**src/hdl/pmseq_regs.vh**
```
`ifndef PMSEQ_REGS_VH
`define PMSEQ_REGS_VH
// factory start-order byte and its fields
`define PMSEQ_CFG_BYTE        8'h02
`define PMSEQ_ORDER_MSB       7
`define PMSEQ_ORDER_LSB       5
`define PMSEQ_D1_MSB          4
`define PMSEQ_D1_LSB          3
`define PMSEQ_D2_MSB          2
`define PMSEQ_D2_LSB          0
// mode control bit positions
`define PMSEQ_SWRST_BIT       0
`define PMSEQ_SLEEP_BIT       6
`define PMSEQ_STBY_BIT        7
// delays in microseconds, as printed in ms
`define PMSEQ_D1_US0          240
`define PMSEQ_D1_US1          480
`define PMSEQ_D1_US2          960
`define PMSEQ_D1_US3          1200
`define PMSEQ_D2_US0          4800
`define PMSEQ_D2_US1          9600
`define PMSEQ_D2_US2          12000
`define PMSEQ_D2_US3          19200
`define PMSEQ_D2_US4          26400
`define PMSEQ_D2_US5          62400
`define PMSEQ_D2_US6          79200
`define PMSEQ_D2_US7          100800
// deglitch on the hardware reset pin, ms
`define PMSEQ_DEGLITCH_MS     5
// reset timer constant, us per nF, and default timing cap in nF
`define PMSEQ_KRESET_US_NF    1000
`define PMSEQ_CAP_NF          10
// clock rate in kHz (cycles per ms)
`define PMSEQ_CLK_KHZ         20000
// pg mask reset value: all masked
`define PMSEQ_PG_MASK_RST     8'hff
`endif

```
**src/hdl/pmseq_sequencer.v**
```verilog
// Contract
// - B7..B5 codes 000..010 pick start order
// - codes 011..110 orders, 111 disables sequencing
// - B4..B3 pick first delay 0.24-1.2 ms
// - B2..B0 pick second delay 4.8-100.8 ms
// - reset state: reset out low, cap timer
// - i2c engine held in reset while low
// - pg masked in reset; expiry goes pg check
// - irq driver off while reset out low
// - pg check: fault goes sleep else normal
// - mask hides fault, status still reports
// - normal: thermal/lowsys sleep, pg fault nopower
// - normal: soft or hard reset enters reset
// - normal: sleep bit enters sleep
// - sleep: reset out low, defaults restored
// - sleep: supplies off except backup regulator
// - thermal sleep exits only on uvlo
// - battery-only sleep: input gives enable
// - both present: input cycle gives enable
// - standby: bucks pfm at standby levels
// - hw reset low 5ms: reset out low
// - b0 reset, b6 sleep, registers kept
// - factory byte fixed at 0x02
// - command bits self clear after use
// - pg event on unmasked status change
`timescale 1ns/1ns
`include "pmseq_regs.vh"
module pmseq_sequencer #(
  parameter [7:0]  CFG_BYTE    = `PMSEQ_CFG_BYTE,
  parameter        CYC_PER_MS  = `PMSEQ_CLK_KHZ,
  parameter        CAP_NF      = `PMSEQ_CAP_NF,
  parameter [31:0] RESET_CYC   = (`PMSEQ_KRESET_US_NF * CAP_NF * CYC_PER_MS) / 1000,
  parameter [31:0] DEGL_CYC    = `PMSEQ_DEGLITCH_MS * CYC_PER_MS
) (
  input  wire       core_clk,
  input  wire       resetn,
  input  wire       clk_en,
  input  wire       uvlo_in,            // all sources below uvlo
  input  wire       ac_present_in,
  input  wire       usb_present_in,
  input  wire       bat_present_in,
  input  wire       sys_sense_in,       // high: system bus above low-sys threshold
  input  wire       thermal_fault_in,
  input  wire       hw_reset_in,        // active low pin
  input  wire [7:0] pg_status_in,       // 1 = out of regulation
  input  wire [7:0] pg_fault_mask,
  input  wire       sw_reset_wr,        // one-cycle write strobe of mode_control_reg
  input  wire [7:0] mode_control_wdata,
  input  wire       stby_gpio_in,
  input  wire       backup_reg_keep,
  input  wire       irq_pending_in,
  output reg        host_reset_out,
  output reg        i2c_reset_out,
  output reg        irq_n_oe,
  output reg        pg_cmp_en,
  output reg  [7:0] supply_en,          // {buck_a,buck_b,-,lin_a,lin_b,lin_c,lin_d,lin_e}
  output reg        backup_reg_en,
  output reg        restore_defaults,   // one-cycle pulse on sleep entry
  output reg        bucks_pfm,
  output reg        bucks_use_stby_lvl,
  output reg        pg_fault_event,     // one-cycle pulse
  output reg  [1:0] sleep_cause,
  output reg  [2:0] mode_state,
  output reg  [7:0] pg_status_out,
  output reg  [7:0] mode_control_rd
);
  // states
  localparam [2:0] ST_NOPWR = 3'd0, ST_ENABLE = 3'd1, ST_SEQ = 3'd2, ST_RESET = 3'd3;
  localparam [2:0] ST_PGCHK = 3'd4, ST_NORMAL = 3'd5, ST_SLEEP = 3'd6;
  // sleep causes
  localparam [1:0] CS_THERM = 2'd0, CS_LOWSYS = 2'd1, CS_PG = 2'd2, CS_SW = 2'd3;
  // supply groups
  localparam [7:0] GRP_LIN1 = 8'h13, GRP_BA_C = 8'h84, GRP_BB_B = 8'h48;
  localparam [7:0] GRP_LINS = 8'h1f, GRP_BA = 8'h80, GRP_BB = 8'h40;

  wire [2:0] order_code = CFG_BYTE[`PMSEQ_ORDER_MSB:`PMSEQ_ORDER_LSB];
  wire [1:0] d1_code    = CFG_BYTE[`PMSEQ_D1_MSB:`PMSEQ_D1_LSB];
  wire [2:0] d2_code    = CFG_BYTE[`PMSEQ_D2_MSB:`PMSEQ_D2_LSB];

  reg [31:0] d1_cyc;    // first delay in cycles
  reg [31:0] d2_cyc;    // second delay in cycles
  // delay tables; us figures scaled by clock rate
  always @* begin
    case (d1_code)
      2'd0:    d1_cyc = (`PMSEQ_D1_US0 * CYC_PER_MS) / 1000;
      2'd1:    d1_cyc = (`PMSEQ_D1_US1 * CYC_PER_MS) / 1000;
      2'd2:    d1_cyc = (`PMSEQ_D1_US2 * CYC_PER_MS) / 1000;
      default: d1_cyc = (`PMSEQ_D1_US3 * CYC_PER_MS) / 1000;
    endcase
    case (d2_code)
      3'd0:    d2_cyc = (`PMSEQ_D2_US0 * CYC_PER_MS) / 1000;
      3'd1:    d2_cyc = (`PMSEQ_D2_US1 * CYC_PER_MS) / 1000;
      3'd2:    d2_cyc = (`PMSEQ_D2_US2 * CYC_PER_MS) / 1000;
      3'd3:    d2_cyc = (`PMSEQ_D2_US3 * CYC_PER_MS) / 1000;
      3'd4:    d2_cyc = (`PMSEQ_D2_US4 * CYC_PER_MS) / 1000;
      3'd5:    d2_cyc = (`PMSEQ_D2_US5 * CYC_PER_MS) / 1000;
      3'd6:    d2_cyc = (`PMSEQ_D2_US6 * CYC_PER_MS) / 1000;
      default: d2_cyc = (`PMSEQ_D2_US7 * CYC_PER_MS) / 1000;
    endcase
  end

  reg [7:0] grp0, grp1, grp2;  // supplies of each start step
  // start order table
  always @* begin
    case (order_code)
      3'd0: begin
        grp0 = GRP_LIN1;
        grp1 = GRP_BA_C;
        grp2 = GRP_BB_B;
      end
      3'd1: begin
        grp0 = GRP_BA_C;
        grp1 = GRP_LIN1;
        grp2 = GRP_BB_B;
      end
      3'd2: begin
        grp0 = 8'hdf;
        grp1 = 8'h00;
        grp2 = 8'h00;
      end
      3'd3: begin
        grp0 = GRP_BA;
        grp1 = GRP_BB;
        grp2 = GRP_LINS;
      end
      3'd4: begin
        grp0 = GRP_BB;
        grp1 = GRP_BA;
        grp2 = GRP_LINS;
      end
      3'd5: begin
        grp0 = GRP_LINS;
        grp1 = GRP_BA;
        grp2 = GRP_BB;
      end
      3'd6: begin
        grp0 = GRP_LINS;
        grp1 = GRP_BB;
        grp2 = GRP_BA;
      end
      default: begin
        grp0 = 8'h00;
        grp1 = 8'h00;
        grp2 = 8'h00;
      end
    endcase
  end
  wire seq_off  = (order_code == 3'd7);
  wire seq_flat = (order_code == 3'd2);

  reg [2:0]  state_ff;      // operating mode
  reg [1:0]  step_ff;       // sequencing step
  reg [31:0] tmr_ff;        // shared mode timer
  reg [31:0] degl_ff;       // hw reset low counter
  reg        hw_armed_ff;   // deglitch passed, waiting for rising edge
  reg        hw_prev_ff;    // last pin level for edge detect
  reg [7:0]  pg_prev_ff;    // last unmasked status
  reg        sw_rst_ff;     // pending soft reset
  reg        sw_slp_ff;     // pending sleep request
  reg        stby_ff;       // register standby bit
  reg        both_gone_ff;  // both inputs seen removed during sleep
  reg        inp_prev_ff;   // input present last cycle

  wire [7:0] pg_unmasked = pg_status_in & ~pg_fault_mask;
  wire       pg_fault    = |pg_unmasked;
  wire       inp_now     = ac_present_in | usb_present_in;
  wire       hw_rise     = hw_reset_in & ~hw_prev_ff;

  reg [2:0]  nxt_state;
  reg [1:0]  nxt_cause;
  // mode transitions
  always @* begin
    nxt_state = state_ff;
    nxt_cause = sleep_cause;
    case (state_ff)
      ST_NOPWR:  if (!uvlo_in) nxt_state = ST_ENABLE;
      ST_ENABLE: if (sys_sense_in) nxt_state = ST_SEQ;
      ST_SEQ:    if (seq_off || seq_flat || (step_ff == 2'd2 && tmr_ff == 32'd0))
                   nxt_state = ST_RESET;
      ST_RESET:  if (tmr_ff == 32'd0) nxt_state = ST_PGCHK;
      ST_PGCHK: begin
        if (pg_fault) begin
          nxt_state = ST_SLEEP;
          nxt_cause = CS_PG;
        end else begin
          nxt_state = ST_NORMAL;
        end
      end
      ST_NORMAL: begin
        if (thermal_fault_in) begin
          nxt_state = ST_SLEEP;
          nxt_cause = CS_THERM;
        end else if (!sys_sense_in) begin
          nxt_state = ST_SLEEP;
          nxt_cause = CS_LOWSYS;
        end else if (pg_fault) begin
          nxt_state = ST_NOPWR;
        end else if (sw_rst_ff || hw_rise && hw_armed_ff) begin
          nxt_state = ST_RESET;
        end else if (sw_slp_ff) begin
          nxt_state = ST_SLEEP;
          nxt_cause = CS_SW;
        end
      end
      ST_SLEEP: begin
        if (uvlo_in) nxt_state = ST_NOPWR;
        else if (sleep_cause != CS_THERM) begin
          if (!bat_present_in || !inp_prev_ff || both_gone_ff) begin
            if (inp_now && (sleep_cause != CS_PG || both_gone_ff))
              nxt_state = ST_ENABLE;
          end
        end
      end
      default: nxt_state = ST_NOPWR;
    endcase
    if (uvlo_in) nxt_state = ST_NOPWR;
  end

  // next host reset level; i2c and irq follow it in the same cycle so
  // neither is free for even one clock while the host is held
  wire nxt_host = (nxt_state == ST_PGCHK || nxt_state == ST_NORMAL) &&
                  !(!hw_reset_in && degl_ff >= DEGL_CYC) && !hw_armed_ff;

  // mode register, timers and outputs
  always @(posedge core_clk or negedge resetn) begin
    if (!resetn) begin
      state_ff <= ST_NOPWR;
      step_ff <= 2'd0;
      tmr_ff <= 32'd0;
      degl_ff <= 32'd0;
      hw_armed_ff <= 1'b0;
      hw_prev_ff <= 1'b1;
      pg_prev_ff <= 8'h00;
      sw_rst_ff <= 1'b0;
      sw_slp_ff <= 1'b0;
      stby_ff <= 1'b0;
      both_gone_ff <= 1'b0;
      inp_prev_ff <= 1'b0;
      host_reset_out <= 1'b0;
      i2c_reset_out <= 1'b1;
      irq_n_oe <= 1'b0;
      pg_cmp_en <= 1'b0;
      supply_en <= 8'h00;
      backup_reg_en <= 1'b0;
      restore_defaults <= 1'b0;
      bucks_pfm <= 1'b0;
      bucks_use_stby_lvl <= 1'b0;
      pg_fault_event <= 1'b0;
      sleep_cause <= CS_THERM;
      mode_state <= ST_NOPWR;
      pg_status_out <= 8'h00;
      mode_control_rd <= 8'h00;
    end else if (clk_en) begin
      state_ff    <= nxt_state;
      sleep_cause <= nxt_cause;
      mode_state  <= nxt_state;
      hw_prev_ff  <= hw_reset_in;
      inp_prev_ff <= inp_now;
      // command bits: set wins, cleared once consumed
      if (sw_reset_wr && mode_control_wdata[`PMSEQ_SWRST_BIT]) sw_rst_ff <= 1'b1;
      else if (state_ff != ST_NORMAL || nxt_state == ST_RESET) sw_rst_ff <= 1'b0;
      if (sw_reset_wr && mode_control_wdata[`PMSEQ_SLEEP_BIT]) sw_slp_ff <= 1'b1;
      else if (state_ff != ST_NORMAL || nxt_state == ST_SLEEP) sw_slp_ff <= 1'b0;
      if (sw_reset_wr) stby_ff <= mode_control_wdata[`PMSEQ_STBY_BIT];
      mode_control_rd <= {stby_ff, sw_slp_ff, 5'd0, sw_rst_ff};
      // hw reset deglitch, counted in cycles
      if (hw_reset_in) degl_ff <= 32'd0;
      else if (degl_ff < DEGL_CYC) degl_ff <= degl_ff + 32'd1;
      if (!hw_reset_in && degl_ff >= DEGL_CYC) hw_armed_ff <= 1'b1;
      else if (hw_rise) hw_armed_ff <= 1'b0;
      // timer load on state or step change
      if (nxt_state == ST_RESET && state_ff != ST_RESET) begin
        tmr_ff <= RESET_CYC;
      end else if (nxt_state == ST_SEQ && state_ff != ST_SEQ) begin
        tmr_ff <= d1_cyc; step_ff <= 2'd0;
      end else if (state_ff == ST_SEQ && tmr_ff == 32'd0 && step_ff != 2'd2) begin
        step_ff <= step_ff + 2'd1;
        tmr_ff  <= (step_ff == 2'd0) ? d2_cyc : 32'd0;
      end else if (tmr_ff != 32'd0) begin
        tmr_ff <= tmr_ff - 32'd1;
      end
      // supply enables
      if (nxt_state == ST_SEQ || state_ff == ST_SEQ)
        supply_en <= supply_en | grp0 |
                     ((state_ff == ST_SEQ && step_ff != 2'd0) ? grp1 : 8'h00) |
                     ((state_ff == ST_SEQ && step_ff == 2'd2) ? grp2 : 8'h00);
      else if (nxt_state == ST_SLEEP || nxt_state == ST_NOPWR)
        supply_en <= 8'h00;
      backup_reg_en <= (nxt_state == ST_SLEEP) ? backup_reg_keep : (nxt_state != ST_NOPWR);
      // host reset: high only in pg check and normal, low once deglitch passes
      host_reset_out <= nxt_host;
      i2c_reset_out  <= !nxt_host;
      // irq only while reset out high
      irq_n_oe <= nxt_host && irq_pending_in;
      pg_cmp_en <= (nxt_state == ST_PGCHK || nxt_state == ST_NORMAL);
      restore_defaults <= (nxt_state == ST_SLEEP && state_ff != ST_SLEEP);
      bucks_pfm <= (state_ff == ST_NORMAL) && (stby_ff || stby_gpio_in);
      bucks_use_stby_lvl <= (state_ff == ST_NORMAL) && (stby_ff || stby_gpio_in);
      pg_status_out <= pg_cmp_en ? pg_status_in : 8'h00;
      pg_prev_ff <= pg_unmasked;
      pg_fault_event <= pg_cmp_en && (pg_unmasked != pg_prev_ff);
      // input power cycle tracking while asleep
      if (state_ff != ST_SLEEP) both_gone_ff <= 1'b0;
      else if (!inp_now) both_gone_ff <= 1'b1;
    end
  end
endmodule

```
**config.mk**
```make
export PLATFORM = sky130hd
export DESIGN_NAME = pmseq_sequencer
export DESIGN_NICKNAME = d
export VERILOG_FILES = /design/src/hdl/pmseq_sequencer.v
export VERILOG_INCLUDE_DIRS = /design/src /design/src/hdl
export SDC_FILE = /design/constraint.sdc
export NUM_CORES = 1
export LEC_CHECK = 0
export ABC_CLOCK_PERIOD_IN_PS = 9500
export BUFFER_PORTS_ARGS = -buffer_cell sky130_fd_sc_hd__buf_2
export CORE_ASPECT_RATIO = 0.9
export CORE_MARGIN = 5
export CORE_UTILIZATION = 50
export CTS_CLUSTER_SIZE = 14
export DETAILED_ROUTE_END_ITERATION = 10
export PLACE_DENSITY = 0.7
export SLEW_MARGIN = 20
export SYNTH_ARGS = -nofsm -noshare
export SYNTH_HDL_FRONTEND = slang
export SYNTH_SLANG_ARGS = --single-unit
```
**constraint.sdc**
```tcl
create_clock -name core_clk -period 9.5 [get_ports core_clk]
set_input_delay 1.9 -clock core_clk [delete_from_list [all_inputs] [get_ports core_clk]]
set_output_delay 1.9 -clock core_clk [all_outputs]
set_load 0.01 [all_outputs]
```
* Word level (Yosys, flattened, before mapping)
Index checks and enable logic that the tools add are counted.
** Word-level totals
- Register bits :: 113
- Input port bits :: 38
- Output and inout port bits :: 38
- Word-level logic and storage cells :: 166
** Operators by class
- $add $sub $neg :: 3
- Magnitude comparators :: 2
- Equality and inequality tests :: 24
- Mux-type cells :: 44
- Bitwise gates (word level) :: 8
- Reductions and logical operators :: 61
** Operators with widths (number)
- 32-bit two-way mux :: 6
- 3-bit two-way mux :: 12
- 32-bit by 1-bit adder with 32-bit output, second input constant :: 1
- 32-bit by 17-bit greater-or-equal comparator with 1-bit output, second input constant :: 1
- 32-bit logical NOT :: 1
- 32-bit by 17-bit < comparator with 1-bit output, second input constant :: 1
- 8-bit two-way mux :: 4
- 32-bit nonzero test :: 1
- 32-bit by 1-bit subtractor with 32-bit output, second input constant :: 1
- 3-bit case mux with 7 select lines :: 1
- 3-bit equality test, second input constant :: 6
- 1-bit logical AND :: 18
- 18-bit two-way mux :: 1
- 2-bit two-way mux :: 9
- 2-bit nonzero test :: 9
- 2-bit AND reduction :: 8
- 3-bit by 2-bit equality test with 1-bit output, second input constant :: 4
- 4-bit inequality test, second input constant :: 3
- 1-bit logical OR :: 10
- 1-bit two-way mux :: 9
- 8-bit AND :: 1
- 8-bit inequality test :: 1
- 8-bit inverter :: 1
- 8-bit by 7-bit bitwise OR with 8-bit output :: 1
- other kinds (21) :: 32

* Longest topological paths before layout
- Depth after elaboration :: 15
- Gate-level depth with buffers :: 13
- Depth with buffers taken out :: 10

* Least setup slack after synthesis
Ideal clock, no wire load.
- Path type :: in2reg
- Start :: input pg_status_in[7]
- End :: register tmr_ff[19]
- Setup time :: 128 ps
- Arrival time :: 4387 ps
- Required time :: 9372 ps
- Path slack :: 4985 ps
- Stages on the path :: 11
- Path buffers :: 3
- Cells stage by stage :: nor2b_1 > or4_1 > or4_1 > nand4_1 > and3_4 > buf_6 > a2bb2oi_1 > buf_6 > buf_2 > a2bb2oi_1 > o41ai_1
** Between the ends
- Cells in the longest elaborated chain, start to end :: 11
- Elaborated cells between the ends (all ways) :: 16
- Classes of those cells :: eq/ne (2); mux (8); bitwise (1); reduce/logical (5)
** Ends and longest elaborated chain
- start, declared :: RTL line pmseq_sequencer.v:45 : input wire [7:0] pg_status_in,
- 8-bit AND * :: RTL line pmseq_sequencer.v:164 : wire [7:0] pg_unmasked = pg_status_in & ~pg_fault_mask;
- 8-bit OR reduction * :: RTL line pmseq_sequencer.v:165 : wire pg_fault = |pg_unmasked;
- 3-bit two-way mux :: RTL line pmseq_sequencer.v:196 : end else if (pg_fault) begin
- 3-bit two-way mux :: RTL line pmseq_sequencer.v:193 : end else if (!sys_sense_in) begin
- 3-bit two-way mux :: RTL line pmseq_sequencer.v:190 : if (thermal_fault_in) begin
- 3-bit case mux with 7 select lines * :: RTL line pmseq_sequencer.v:175 : case (state_ff)
- 3-bit two-way mux * :: RTL line pmseq_sequencer.v:216 : if (uvlo_in) nxt_state = ST_NOPWR;
- 3-bit by 2-bit equality test with 1-bit output, on equally long branches :: RTL line pmseq_sequencer.v:272, pmseq_sequencer.v:274
- 1-bit logical AND, on equally long branches :: RTL line pmseq_sequencer.v:272, pmseq_sequencer.v:274
- 4-bit nonzero test (no line) or 32-bit two-way mux (tied branches)
- 2-bit AND reduction (no line) or 32-bit two-way mux (tied branches)
- end signal, assigned :: RTL line pmseq_sequencer.v:278 : tmr_ff <= (step_ff == 2'd0) ? d2_cyc : 32'd0;
- end signal, assigned :: RTL line pmseq_sequencer.v:280 : tmr_ff <= tmr_ff - 32'd1;
- end, declared :: RTL line pmseq_sequencer.v:153 : reg [31:0] tmr_ff;
Mark *: on every way between the ends. The rest lies on a longest branch, timed or not.
A chain may end at the register's enable or synchronous reset.

* Worst setup path after layout
Same ends and word-level chain as after synthesis.

==> flow_summary_export.csv <==
group,metric,value,unit
setup_path,worstPathArrival,5.18,ns
synth,ys.flop_type,"dfrtp_1",
synth,synth-seq-cells,110,
final_layout,num_antenna_cells,0,
cts,cts_made_buffers,9,
status,outcome,"finished clean",
setup_path,path_common_cell,"or4_1",
setup_path,cp.required,9.75,ns
cts,holdBufCountCts,0,
cts,cts-resized-gates,0,
routing,first_pass_iters,5,
floorplan,ioPinCount,76,
synth,yosys_warnings,0,
global_route,antenna_found_initial,0,
sta,min_period_over_period,0.520,
routing,drt_iter0_drc,341,
synth,synth_top_area_frac,0.467,
setup_path,worstPathCellList,"buf_2 -> nor2b_1 -> or4_1 -> or4_1 -> nand4_1 -> and3_4 -> o31a_1 -> nand2b_1 -> o41ai_1",
place,finalWeightedCongestion,0.832,
setup_path,worstReg2RegStart,"tmr_ff[0]",
cts,clockBufferDepth,2,
synth,syn_area_per_cell,9.62,µm²
sta,rsz0062_at_grt,"no",
setup_path,cp-start-kind,"input pin",
global_route,grt_max_degree,77,
floorplan,die_x,123,µm
sta,finalMaxSlewViolations,0,
sta,slew_headroom,0.359,
setup_path,r2r_slack,5.43,ns
synth,yosysMostFrequentCell,"dfrtp_1",
place,dp_hpwl,9130,µm
routing,routed_wl,13000,µm
synth,synth-edff-count,0,
setup_path,crit_path_end_kind,"flop",
synth,synth.area.top_cells,"dfrtp_1 47%, nor2_1 3.5%, o21ai_0 3.5%",
power,peakVddDrop,0.0974,mV
final_layout,area_delta_synth_final,11.8,%
global_route,grt_overflow,0,
worst_hold_path,hold_class,"flop to flop",
flow_run,cap_violations,0,
sta,finalSetupViolations,0,
sta,fin_tns_setup,0,ns
routing,antenna_left,0,
worst_hold_path,whs_path_depth,1,
floorplan,fp.dieArea,0.0138,mm²
setup_path,reg2reg_depth,10,
final_layout,utilization,0.568,
floorplan,die_y,112,µm
sta,period_needed,4.94,ns
synth,yosysTopAreaCell,"dfrtp_1",
floorplan,core-area,0.0114,mm²
routing,routedWlPerCell,16.0,µm
synth,ys_async_sr_fraction,1.00,
worst_hold_path,holdPathEnd,"degl_ff[31]",
routing,drc,0,
setup_path,worstPathBufferInverterCount,1,
cts,cts.sinks,110,
synth,synth_cell_type_count,67,
cts,cts-root-buf,"clkbuf_16",
sta,finClkSkew,0.0104,ns
cts,postCtsSetupBuffers,0,
routing,viasPerCell,5.73,
sta,hold_viol,0,
setup_path,cp_top_family,"simple AND/OR/NAND/NOR gates",
setup_path,crit_path_top_delay_cell,"or4_1",
cts,htree_levels,3,
setup_path,r2r_end,"tmr_ff[31]",
synth,yosysSeqAreaShare,0.476,
final_layout,drive_above_1_share,0.175,
floorplan,start_util,0.508,
place,port-buffer-count,64,
setup_path,worstPathMaxFanout,16,
setup_path,max_stage_delay,0.63,ns
cts,cts_tree,"yes",
cts,clkSlewWorstSetupHoldPaths,0.07,ns
global_route,grt_usage,0.196,
sta,fmax,0.203,GHz
sta,tightest_slew,0.962,ns
power,power.density,184,mW/mm²
cts,clock_latency,0.36,ns
global_route,grt_pass1_wl,22200,µm
power,power_leakage,0.00290,µW
routing,num_vias,4655,
synth,syn_area,0.00579,mm²
worst_hold_path,min_from,"degl_ff[31]",
setup_path,path_class,"input pin to flop",
global_route,grt_pass1_vias,4591,
final_layout,fin_nets,694,
synth,yosys-top-cells-count,"108 x dfrtp_1, 54 x nor2_1, 40 x o21ai_0, 35 x nand2_1, 30 x inv_1",
floorplan,num_rows,37,
synth,syn-instance-count,602,
## metal layers
| layer | global-route usage | vias up | wire length [µm] |
|---|---|---|---|
| met1 | 0.277 | 2254 | 6130 |
| met2 | 0.308 | 120 | 6000 |
| met4 | 0.0642 | 0 | 159 |
| met3 | 0.0353 | 15 | 669 |
| li1 | - | 2266 | - |
| met5 | 0 | - | 0 |
## stage by stage
stage	setup WS, ns	std cells	power, µW	hold WS (ns)	instance area [µm²]
after global routing	4.40	812	1260	0.510	6470
after CTS	4.57	812	1200	0.487	6470
after detailed placement	4.21	796	807	0.473	6160
after global placement	4.29	796	794	0.462	6160
after floorplan	4.98	607	742	0.454	5810
final	4.56	812	1190	0.486	6470
## kinds of logic (layout without fill, tap and decap cells)
logic type / count (synthesis) / in the layout / synth area share
compound gates: 144 / 144 / 0.175
xor+xnor: 23 / 23 / 0.0348
fa+ha+maj: 5 / 5 / 0.0108
buf+inv: 65 / 114 / 0.0527
flops: 110 / 110 / 0.476
mux: 17 / 17 / 0.0326
other cells: 1 / 6 / 0.000648
simple gates: 237 / 237 / 0.217
## layout by cell type, fill, tap and decap left out, drive strengths merged, types with 14 or more instances in the layout
| cell type | instances |
|---|---|
| nand3 | 19 |
| nor2 | 54 |
| o21ai | 41 |
| nor3 | 29 |
| nor4 | 15 |
| dfrtp | 108 |
| nand2 | 35 |
| mux2 | 15 |
| buf | 68 |
| inv | 33 |
| xnor2 | 17 |
| and2 | 14 |
| a21oi | 18 |
## report_power, final
group / leakage [µW] / internal (µW) / switching (µW) / total, µW
Combinational: 0.00132 / 94.2 / 123 / 218
Sequential: 0.00143 / 521 / 62.3 / 583
Clock: 0.000151 / 208 / 180 / 388
Total: 0.00290 / 823 / 366 / 1190
## how the worst max path moves through the flow
stage | start | endpoint | slack [ns] | depth (start not counted)
after floorplan | pg_status_in[7] | tmr_ff[19] | 4.98 | 11
after global placement | pg_status_in[7] | tmr_ff[19] | 4.29 | 9
after detailed placement | pg_status_in[7] | tmr_ff[19] | 4.21 | 9
after CTS | pg_status_in[7] | tmr_ff[19] | 4.57 | 9
after global routing | pg_status_in[7] | tmr_ff[19] | 4.40 | 9
final | pg_status_in[7] | tmr_ff[19] | 4.56 | 9
## sequential cells by signal, summed over array words and instances, names as in the netlist
name                count
sw_rst_ff               1
hw_armed_ff             1
bucks_use_stby_lvl      1
host_reset_out          1
pg_status_out           8
supply_en               5
both_gone_ff            1
degl_ff                32
tmr_ff                 32
restore_defaults        1
irq_n_oe                1
inp_prev_ff             1
pg_prev_ff              8
pg_cmp_en               1
sw_slp_ff               1
step_ff                 2
i2c_reset_out           1
sleep_cause             2
mode_control_rd         3
stby_ff                 1
pg_fault_event          1
hw_prev_ff              1
backup_reg_en           1
state_ff                3
## layout make-up
cell class                 count  area, µm²
fill                        1026       4920
multi-input combinational    432       2750
clock inverter                 7       78.8
timing repair buffer          68        357
sequential                   110       2760
inverter                      30        113
tap                          156        195
clock buffer                   9        225
Power figures use the tool's default switching activity.
